[src/rtl/dpr_pkg.sv]
/*
 shared constants and types for the precharge, refresh and power-down command logic.
 assumes one 10 MHz clock shared by both ends and a synchronous active-high reset.
*/
// Notes on behaviour
// - all-bank select line picks one or all banks
// - single closes named bank; all ignores bank address
// - controller activates idle bank before read or write
// - controller waits bank or all-bank precharge time
// - row closes on precharge or auto-precharge access
// - refresh average spacing at most 7.8125us
// - hot case shortens spacing to 3.9us
// - refresh keeps device busy for refresh cycle time
// - close all banks before refresh, all-bank form
// - self refresh: refresh with gate low, idle
// - termination off before self refresh, low after exit
// - only nop until non-read exit delay passes
// - no read until 200 cycles after exit
// - exit delays count from first gate-high edge
// - gate stays high until read exit delay; controller drops it for pd_req without waiting on read_cnt
// - gate high during bursts; write recovery counted
// - power-down: gate low with nop, not busy
// - idle banks give precharge power-down, else active
// - power-down ignores all inputs except gate, termination
// - gate level held three edges; synchronous exit
// - exit delay, fast or slow read delay by bit 12
// - unlocked loop at entry needs reset after exit
package dpr_pkg;
   localparam int NUM_BANKS = 8;
   localparam int CLK_NS = 100;
   localparam int BANK_PRECHARGE_TIME_NS = 15;
   localparam int ALL_BANK_PRECHARGE_TIME_NS = 18;
   localparam int REFRESH_CYCLE_TIME_NS = 328;
   localparam int SELFREF_EXIT_NONREAD_DELAY_NS = 338;
   localparam int REFRESH_SPACING_NS = 7812;
   localparam int REFRESH_SPACING_HOT_NS = 3900;
   localparam int WRITE_RECOVERY_TIME_NS = 15;
   localparam int WRITE_TO_READ_DELAY_NS = 8;
   localparam int MIN_CYC = 1;
   function automatic int up_cyc(input int ns);
      int c;
      c = (ns + CLK_NS - 1) / CLK_NS;
      return (c < MIN_CYC) ? MIN_CYC : c;
   endfunction
   function automatic int dn_cyc(input int ns);
      int c;
      c = ns / CLK_NS;
      return (c < MIN_CYC) ? MIN_CYC : c;
   endfunction
   localparam int BANK_PRECHARGE_CYC = up_cyc(BANK_PRECHARGE_TIME_NS);
   localparam int ALL_BANK_PRECHARGE_CYC = up_cyc(ALL_BANK_PRECHARGE_TIME_NS);
   localparam int REFRESH_CYCLE_CYC = up_cyc(REFRESH_CYCLE_TIME_NS);
   localparam int SELFREF_EXIT_NONREAD_CYC = up_cyc(SELFREF_EXIT_NONREAD_DELAY_NS);
   localparam int SELFREF_EXIT_READ_CYC = 200;
   localparam int REFRESH_SPACING_CYC = dn_cyc(REFRESH_SPACING_NS);
   localparam int REFRESH_SPACING_HOT_CYC = dn_cyc(REFRESH_SPACING_HOT_NS);
   localparam int WRITE_RECOVERY_CYC = up_cyc(WRITE_RECOVERY_TIME_NS);
   localparam int WRITE_TO_READ_MIN_CYC = 2;
   localparam int WRITE_TO_READ_CYC = (up_cyc(WRITE_TO_READ_DELAY_NS) > WRITE_TO_READ_MIN_CYC)
      ? up_cyc(WRITE_TO_READ_DELAY_NS) : WRITE_TO_READ_MIN_CYC;
   localparam int GATE_MIN_PULSE_CYC = 3;
   localparam int POWERDOWN_EXIT_DELAY_CYC = 2;
   localparam int ACTIVE_PD_FAST_READ_DELAY_CYC = 2;
   localparam int ACTIVE_PD_SLOW_READ_DELAY_CYC = 8;
   localparam int BURST_CYC = 4;
   localparam int SLOW_EXIT_BIT = 12;
   localparam int CNT_W = 10;
   localparam logic [2:0] BANK_RESET = 3'h0;
   typedef enum logic [2:0] {
      CMD_NOP, CMD_ACTIVATE, CMD_READ, CMD_WRITE, CMD_PRECHARGE, CMD_REFRESH, CMD_MODE
   } dpr_cmd_type;
   typedef enum logic [2:0] {
      MODE_RUN, MODE_PRE_PD, MODE_ACT_PD, MODE_SELFREF, MODE_SR_EXIT
   } dpr_mode_type;
endpackage

[src/rtl/dpr_link_if.sv]
/*
 command link between controller and device end.
 assumes both ends and the testbench share clk.
*/
`timescale 1ns/1ps
interface dpr_link_if;
   import dpr_pkg::*;
   dpr_cmd_type cmd;
   logic [2:0]  bank_addr;
   logic        all_bank_select_line;
   logic        gate;
   logic        termination_control;
   logic        busy;
   logic [7:0]  bank_open;
   dpr_mode_type mode;
   modport device (input cmd, input bank_addr, input all_bank_select_line, input gate,
                   input termination_control, output busy, output bank_open, output mode);
   modport ctrl (output cmd, output bank_addr, output all_bank_select_line, output gate,
                 output termination_control, input busy, input bank_open, input mode);
endinterface

[src/rtl/dpr_ctrl.sv]
/*
 controller end: issues one user request at a time, keeping precharge, refresh and exit timing.
 assumes the device end of dpr_link_if on the same clock.
*/
`timescale 1ns/1ps
module dpr_ctrl
   import dpr_pkg::*;
(
   input  wire logic        clk,
   input  wire logic        rst,
   dpr_link_if.ctrl         link,
   input  wire logic        req_valid,
   input  dpr_cmd_type      req_cmd,
   input  wire logic [2:0]  req_bank,
   input  wire logic        req_auto,
   output logic             req_ready,
   input  wire logic        hot,
   input  wire logic        slow_exit,
   input  wire logic        pd_req,
   input  wire logic        sr_req,
   input  wire logic        term_req
);
   import dpr_pkg::*;
   typedef struct packed {
      dpr_cmd_type      cmd;
      logic [2:0]       bank;
      logic             asel;
      logic             gate;
      logic             term;
      logic [CNT_W-1:0] wait_cnt;
      logic [CNT_W-1:0] read_cnt;
      logic [CNT_W-1:0] ref_cnt;
      logic [1:0]       gate_hold;
      logic [7:0]       open;
   } dpr_ctl_state_type;
   dpr_ctl_state_type s_q, s_d;
   logic idle_ok;
   always_comb begin
      s_d = s_q;
      s_d.cmd = CMD_NOP;
      s_d.asel = 1'b0;
      idle_ok = (s_q.wait_cnt == '0) && !link.busy && (s_q.gate_hold == '0);
      if (s_q.wait_cnt != '0) s_d.wait_cnt = s_q.wait_cnt - 1'b1;
      if (s_q.read_cnt != '0) s_d.read_cnt = s_q.read_cnt - 1'b1;
      if (s_q.gate_hold != '0) s_d.gate_hold = s_q.gate_hold - 1'b1;
      if (s_q.ref_cnt != '0) s_d.ref_cnt = s_q.ref_cnt - 1'b1;
      // termination drops a cycle ahead of self-refresh entry, whatever term_req asks
      s_d.term = term_req && !sr_req && s_q.gate && (s_q.read_cnt == '0);
      req_ready = 1'b0;
      if (!s_q.gate) begin
         // leave power-down or self refresh with nop only
         if (idle_ok && !pd_req && !sr_req) begin
            s_d.gate = 1'b1;
            s_d.gate_hold = 2'(GATE_MIN_PULSE_CYC - 1);
            if (link.mode == MODE_SELFREF) begin
               s_d.wait_cnt = CNT_W'(SELFREF_EXIT_NONREAD_CYC);
               s_d.read_cnt = CNT_W'(SELFREF_EXIT_READ_CYC);
            end else begin
               s_d.wait_cnt = CNT_W'(POWERDOWN_EXIT_DELAY_CYC);
               s_d.read_cnt = slow_exit ? CNT_W'(ACTIVE_PD_SLOW_READ_DELAY_CYC)
                                        : CNT_W'(ACTIVE_PD_FAST_READ_DELAY_CYC);
            end
         end
      end else if (idle_ok && (s_q.ref_cnt == '0 || sr_req) && s_q.open != '0) begin
         s_d.cmd = CMD_PRECHARGE;
         s_d.asel = 1'b1;
         s_d.open = '0;
         s_d.wait_cnt = CNT_W'(ALL_BANK_PRECHARGE_CYC);
      end else if (idle_ok && (s_q.ref_cnt == '0
                   || (sr_req && !s_q.term && s_q.read_cnt == '0))) begin
         s_d.cmd = CMD_REFRESH;
         s_d.ref_cnt = hot ? CNT_W'(REFRESH_SPACING_HOT_CYC) : CNT_W'(REFRESH_SPACING_CYC);
         if (sr_req && s_q.ref_cnt != '0) begin
            s_d.gate = 1'b0;
            s_d.gate_hold = 2'(GATE_MIN_PULSE_CYC - 1);
            s_d.ref_cnt = CNT_W'(REFRESH_SPACING_CYC);
         end
      end else if (idle_ok && pd_req) begin
         s_d.gate = 1'b0;
         s_d.gate_hold = 2'(GATE_MIN_PULSE_CYC - 1);
      end else if (idle_ok && req_valid
                   && !(req_cmd == CMD_READ && s_q.read_cnt != '0)) begin
         req_ready = 1'b1;
         s_d.cmd = req_cmd;
         s_d.bank = req_bank;
         s_d.asel = req_auto;
         case (req_cmd)
            CMD_ACTIVATE: s_d.open[req_bank] = 1'b1;
            CMD_PRECHARGE: begin
               if (req_auto) begin
                  s_d.open = '0;
                  s_d.wait_cnt = CNT_W'(ALL_BANK_PRECHARGE_CYC);
               end else begin
                  s_d.open[req_bank] = 1'b0;
                  s_d.wait_cnt = CNT_W'(BANK_PRECHARGE_CYC);
               end
            end
            CMD_READ, CMD_WRITE: begin
               if (!s_q.open[req_bank]) begin
                  s_d.cmd = CMD_ACTIVATE; // open idle bank first
                  s_d.asel = 1'b0;
                  s_d.open[req_bank] = 1'b1;
                  req_ready = 1'b0;
               end else begin
                  if (req_auto) s_d.open[req_bank] = 1'b0;
                  s_d.wait_cnt = (req_cmd == CMD_WRITE)
                     ? CNT_W'(BURST_CYC + WRITE_RECOVERY_CYC) : CNT_W'(BURST_CYC);
                  if (req_cmd == CMD_WRITE) s_d.read_cnt = CNT_W'(BURST_CYC + WRITE_TO_READ_CYC);
               end
            end
            default: ;
         endcase
      end
   end
   always_ff @(posedge clk) begin
      if (rst) begin
         s_q <= '{cmd: CMD_NOP, bank: BANK_RESET, asel: 1'b0, gate: 1'b1, term: 1'b0,
                  wait_cnt: '0, read_cnt: '0, ref_cnt: CNT_W'(REFRESH_SPACING_HOT_CYC),
                  gate_hold: '0, open: '0};
      end else begin
         s_q <= s_d;
      end
   end
   assign link.cmd = s_q.cmd;
   assign link.bank_addr = s_q.bank;
   assign link.all_bank_select_line = s_q.asel;
   assign link.gate = s_q.gate;
   assign link.termination_control = s_q.term;
endmodule

[src/flat_wrapper.sv]
// flat-port wrapper written by rule: the top's interface ports become plain ports
module dpr_ctrl_flat import dpr_pkg::*;
  (clk, rst, req_valid, req_cmd, req_bank, req_auto, req_ready, hot, slow_exit, pd_req, sr_req, term_req, link_cmd, link_bank_addr, link_all_bank_select_line, link_gate, link_termination_control, link_busy, link_bank_open, link_mode);
  dpr_link_if link_i ();
  input  wire logic clk;
  input  wire logic rst;
  input  wire logic req_valid;
  input  dpr_cmd_type req_cmd;
  input  wire logic [2:0] req_bank;
  input  wire logic req_auto;
  output logic req_ready;
  input  wire logic hot;
  input  wire logic slow_exit;
  input  wire logic pd_req;
  input  wire logic sr_req;
  input  wire logic term_req;
  output wire logic [$bits(link_i.cmd)-1:0] link_cmd;
  output wire logic [$bits(link_i.bank_addr)-1:0] link_bank_addr;
  output wire logic [$bits(link_i.all_bank_select_line)-1:0] link_all_bank_select_line;
  output wire logic [$bits(link_i.gate)-1:0] link_gate;
  output wire logic [$bits(link_i.termination_control)-1:0] link_termination_control;
  input wire logic [$bits(link_i.busy)-1:0] link_busy;
  input wire logic [$bits(link_i.bank_open)-1:0] link_bank_open;
  input wire logic [$bits(link_i.mode)-1:0] link_mode;
  assign link_cmd = link_i.cmd;
  assign link_bank_addr = link_i.bank_addr;
  assign link_all_bank_select_line = link_i.all_bank_select_line;
  assign link_gate = link_i.gate;
  assign link_termination_control = link_i.termination_control;
  assign link_i.busy = link_busy;
  assign link_i.bank_open = link_bank_open;
  assign link_i.mode = link_mode;
  dpr_ctrl u_core (.clk(clk), .rst(rst), .link(link_i), .req_valid(req_valid), .req_cmd(req_cmd), .req_bank(req_bank), .req_auto(req_auto), .req_ready(req_ready), .hot(hot), .slow_exit(slow_exit), .pd_req(pd_req), .sr_req(sr_req), .term_req(term_req));
endmodule
[config.mk]
export PLATFORM = sky130hd
export DESIGN_NAME = dpr_ctrl_flat
export DESIGN_NICKNAME = d
export VERILOG_FILES = /design/src/rtl/dpr_pkg.sv /design/src/rtl/dpr_link_if.sv /design/src/rtl/dpr_ctrl.sv /design/src/flat_wrapper.sv
export SDC_FILE = /design/constraint.sdc
export NUM_CORES = 1
export LEC_CHECK = 0
export ABC_AREA = 1
export BUFFER_PORTS_ARGS = -buffer_cell sky130_fd_sc_hd__buf_4
export CORE_MARGIN = 4
export CORE_UTILIZATION = 53
export DETAILED_ROUTE_END_ITERATION = 12
export PLACE_DENSITY = 0.81
export SYNTH_ARGS = -nofsm -noshare
export SYNTH_HDL_FRONTEND = slang
export SYNTH_SLANG_ARGS = --single-unit
[constraint.sdc]
create_clock -name clk -period 1.8 [get_ports clk]
set_input_delay 0.18 -clock clk [delete_from_list [all_inputs] [get_ports clk]]
set_output_delay 0.18 -clock clk [all_outputs]
set_load 0.01 [all_outputs]
==> results.cfg <==
[outcome]
status = finished, violations left
violations = setup timing

[timing]
max_freq_mhz = 463
hold_viol = 0
setup_viol = 41
finalClockSkew_ps = 10.2
rsz0062_at_grt = yes
timing.final.ws_setup_ps = -359
slew_viol_final = 0
tightest_slew_ps = 619
fin_crit_ps = 2160
slew_headroom_pct = 58.7
period_share_pct = 120

[worst_setup_path]
reg2reg_from = u_core.s_q[30]$_SDFF_PP0_
crit_arrival_ps = 1980
path_buf_inv = 4
r2r-end = u_core.s_q[18]$_SDFF_PP0_
crit_family = simple AND/OR/NAND/NOR gates
worst-setup-path-type = register to primary output
cp_common_cell = nor2_8
path_max_fanout = 3
rr_worst_depth = 16
cp_slowest_cell = dfxtp_1
cp-start-kind = register
end_kind = primary output
critPathRequiredTime_ps = 1620
max_stage_delay_ps = 370
worstPathCellList = inv_1, nand2_1, or2_1, nor2_8, nand3_4, nor2_8, inv_4, nor2_8, inv_2, nor2_2, buf_4
r2r_slack_ps = -340

[logic_synthesis]
ys_seq_elements = 49
ys_types = 37
syn_avg_cell_area_sq_um = 6.63
yosysSeqAreaShare_pct = 30.2
async_reset_ff_share_pct = 0
ys_warn_count = 0
synthCells = 490
syn-cell-area_sq_um = 3250
synth-main-ff-cell = dfxtp_1
synthesis.nets = 521
synth-edff-count = 0

[clock_network]
h-tree-depth = 2
clock_path_buffers = 2
cts_buffers = 5
cts-root-buf = clkbuf_8
clkLatencyLatePin_ps = 310
cts_tree = yes
hold_buffers = 0
clkSlewWorstSetupHoldPaths_ps = 100
cts.sinks = 49

[placement]
dp_hpwl_um = 6210
gp_congestion = 0.904
pre_cts_ws_ps = -148
post_dp_cell_area_sq_um = 3750
port_buffers = 28

[floorplanning]
coreArea_sq_um = 5920
die_h_um = 86.3
die_w_um = 86.3
dieArea_sq_um = 7450
std_cell_rows = 28
io-pin-count = 37
initial_utilization_pct = 54.9

[global_route]
gr-total-overflow = 0
grt_pass1_vias = 3467
grt_use_total_pct = 25.2
grt_max_degree = 27
antenna_found_initial = 0
grt_first_pass_wirelength_um = 15200

[cells_and_area]
syn_to_final_growth_pct = 37.8
diodes = 0
nNetsFinal = 606
final_util_pct = 75.6
fillCellCount = 412
final_area_sq_um = 4470
drive_gt1_share_pct = 38.2

[power_and_ir_drop]
finalPower_mw = 5.16
peakVddDrop_mv = 0.761
powerDensity_nw_per_um2 = 1150
p_leak_nw = 2.01

[worst_hold_path]
holdCritPathClass = input port to register
worstHoldStart = term_req
min_to = u_core.link.termination_control$_SDFF_PP0_
hold_depth = 3

[route]
avgViaCountPerCell = 6.04
avgRoutedWirePerCell_um = 18.0
vias = 3930
antenna_left = 0
drt-initial-drc-count = 197
drt_drc_violations_left = 0
dr.pass1.iters = 7
wirelength_um = 11700

[job]
cap_violations = 0
[repair_timing]
action / in CTS / in global routing
resized for setup: 35 / 84
pin swaps: 18 / 36
setup endpoints to repair: 33 / 44
setup buffers: 14 / 16
[per-layer routing]
| layer | part of all wire (%) | wire (um) | track usage [%] | up-vias |
|---|---|---|---|---|
| met5 | 0 | 0 | 0 | - |
| met4 | 8.9 | 1050 | 10.8 | 0 |
| met3 | 6.9 | 807 | 3.23 | 122 |
| met2 | 49 | 5780 | 46.5 | 265 |
| met1 | 35 | 4100 | 29.0 | 1790 |
| li1 | - | - | - | 1753 |
[synth_stat cells, types with 7 or more instances]
library cell | n | share of area (%)
nand4_1 | 12 | 2.3
nor2_1 | 55 | 6.4
dfxtp_1 | 49 | 30
nand3_1 | 46 | 7.1
inv_2 | 8 | 0.92
nand2_1 | 111 | 13
o21ai_0 | 21 | 3.2
xor2_1 | 16 | 4.3
inv_1 | 58 | 6.7
a21oi_1 | 32 | 4.9
nor3_1 | 9 | 1.4
buf_4 | 7 | 1.6
[report_power, final]
| part | leakage (nW) | internal (mW) | switching (mW) |
|---|---|---|---|
| logic | 1.57 | 1.29 | 1.73 |
| clock network | 0.0385 | 0.276 | 0.386 |
| registers | 0.399 | 1.29 | 0.186 |
| total | 2.01 | 2.86 | 2.30 |
[sequential cells by signal (all words and copies together) (netlist names)]
name	flops
u_core.link.termination_control	1
u_core.link.cmd	3
u_core.link.bank_addr	3
u_core.s_q	40
u_core.link.all_bank_select_line	1
u_core.link.gate	1
[cells by family after synthesis]
| group | Yosys count | synth area share (%) |
|---|---|---|
| flops | 49 | 30.2 |
| buf+inv | 83 | 10.6 |
| fa+ha+maj | 4 | 1.54 |
| simple gates | 270 | 42.0 |
| compound gates | 68 | 11.3 |
| xor+xnor | 16 | 4.31 |
[cell usage in the layout, fill, tap and decap left out, drive strengths merged, types with 4 or more instances in the layout]
cell and count:
a21oi 34, buf 93, clkbuf 7, dfxtp 49, ha 4, inv 67, nand2 119, nand3 55
nand4 12, nor2 65, nor3 10, nor4 5, o211ai 4, o21ai 26, or2 4, xor2 16
[worst max-delay path by stage]
| stage | from | end | cells past startpoint |
|---|---|---|---|
| 2_1_floorplan | u_core.s_q[30]$_SDFF_PP0_ | req_ready | 12 |
| 3_3_place_gp | u_core.s_q[30]$_SDFF_PP0_ | u_core.s_q[3]$_SDFFE_PP0P_ | 13 |
| 3_5_place_dp | u_core.s_q[31]$_SDFF_PP0_ | u_core.s_q[6]$_SDFFE_PP0P_ | 13 |
| 4_1_cts | u_core.s_q[31]$_SDFF_PP0_ | req_ready | 13 |
| 5_1_grt | u_core.s_q[30]$_SDFF_PP0_ | u_core.s_q[26]$_SDFF_PP0_ | 11 |
| 6_report | u_core.s_q[8]$_SDFF_PP0_ | req_ready | 11 |
[worst min-delay path: cells and delay by family]
kind                   cells  cell delay, ps
AND/OR/NAND/NOR            2             140
buffers and inverters      1             120
[metrics by stage]
stage | setup TNS (ps) | std cells | hold slack (ps)
floorplan | -37.6 | 490 | 325
finish | -9890 | 651 | 167
global route | -11710 | 651 | 161
CTS | -3770 | 638 | 156
global placement | -256 | 616 | 428
detailed placement | -2660 | 616 | 444
[area by class of cell]
class | instances | area (sq um) | area share [%]
multi-input combinational | 358 | 2270 | 50.7
sequential | 49 | 991 | 22.1
timing repair buffer | 93 | 771 | 17.2
inverter | 68 | 265 | 5.93
tap | 75 | 93.8 | 2.10
clock buffer | 7 | 76.3 | 1.71
clock inverter | 1 | 7.51 | 0.168
Note: power is estimated with default switching activity, not from simulation.
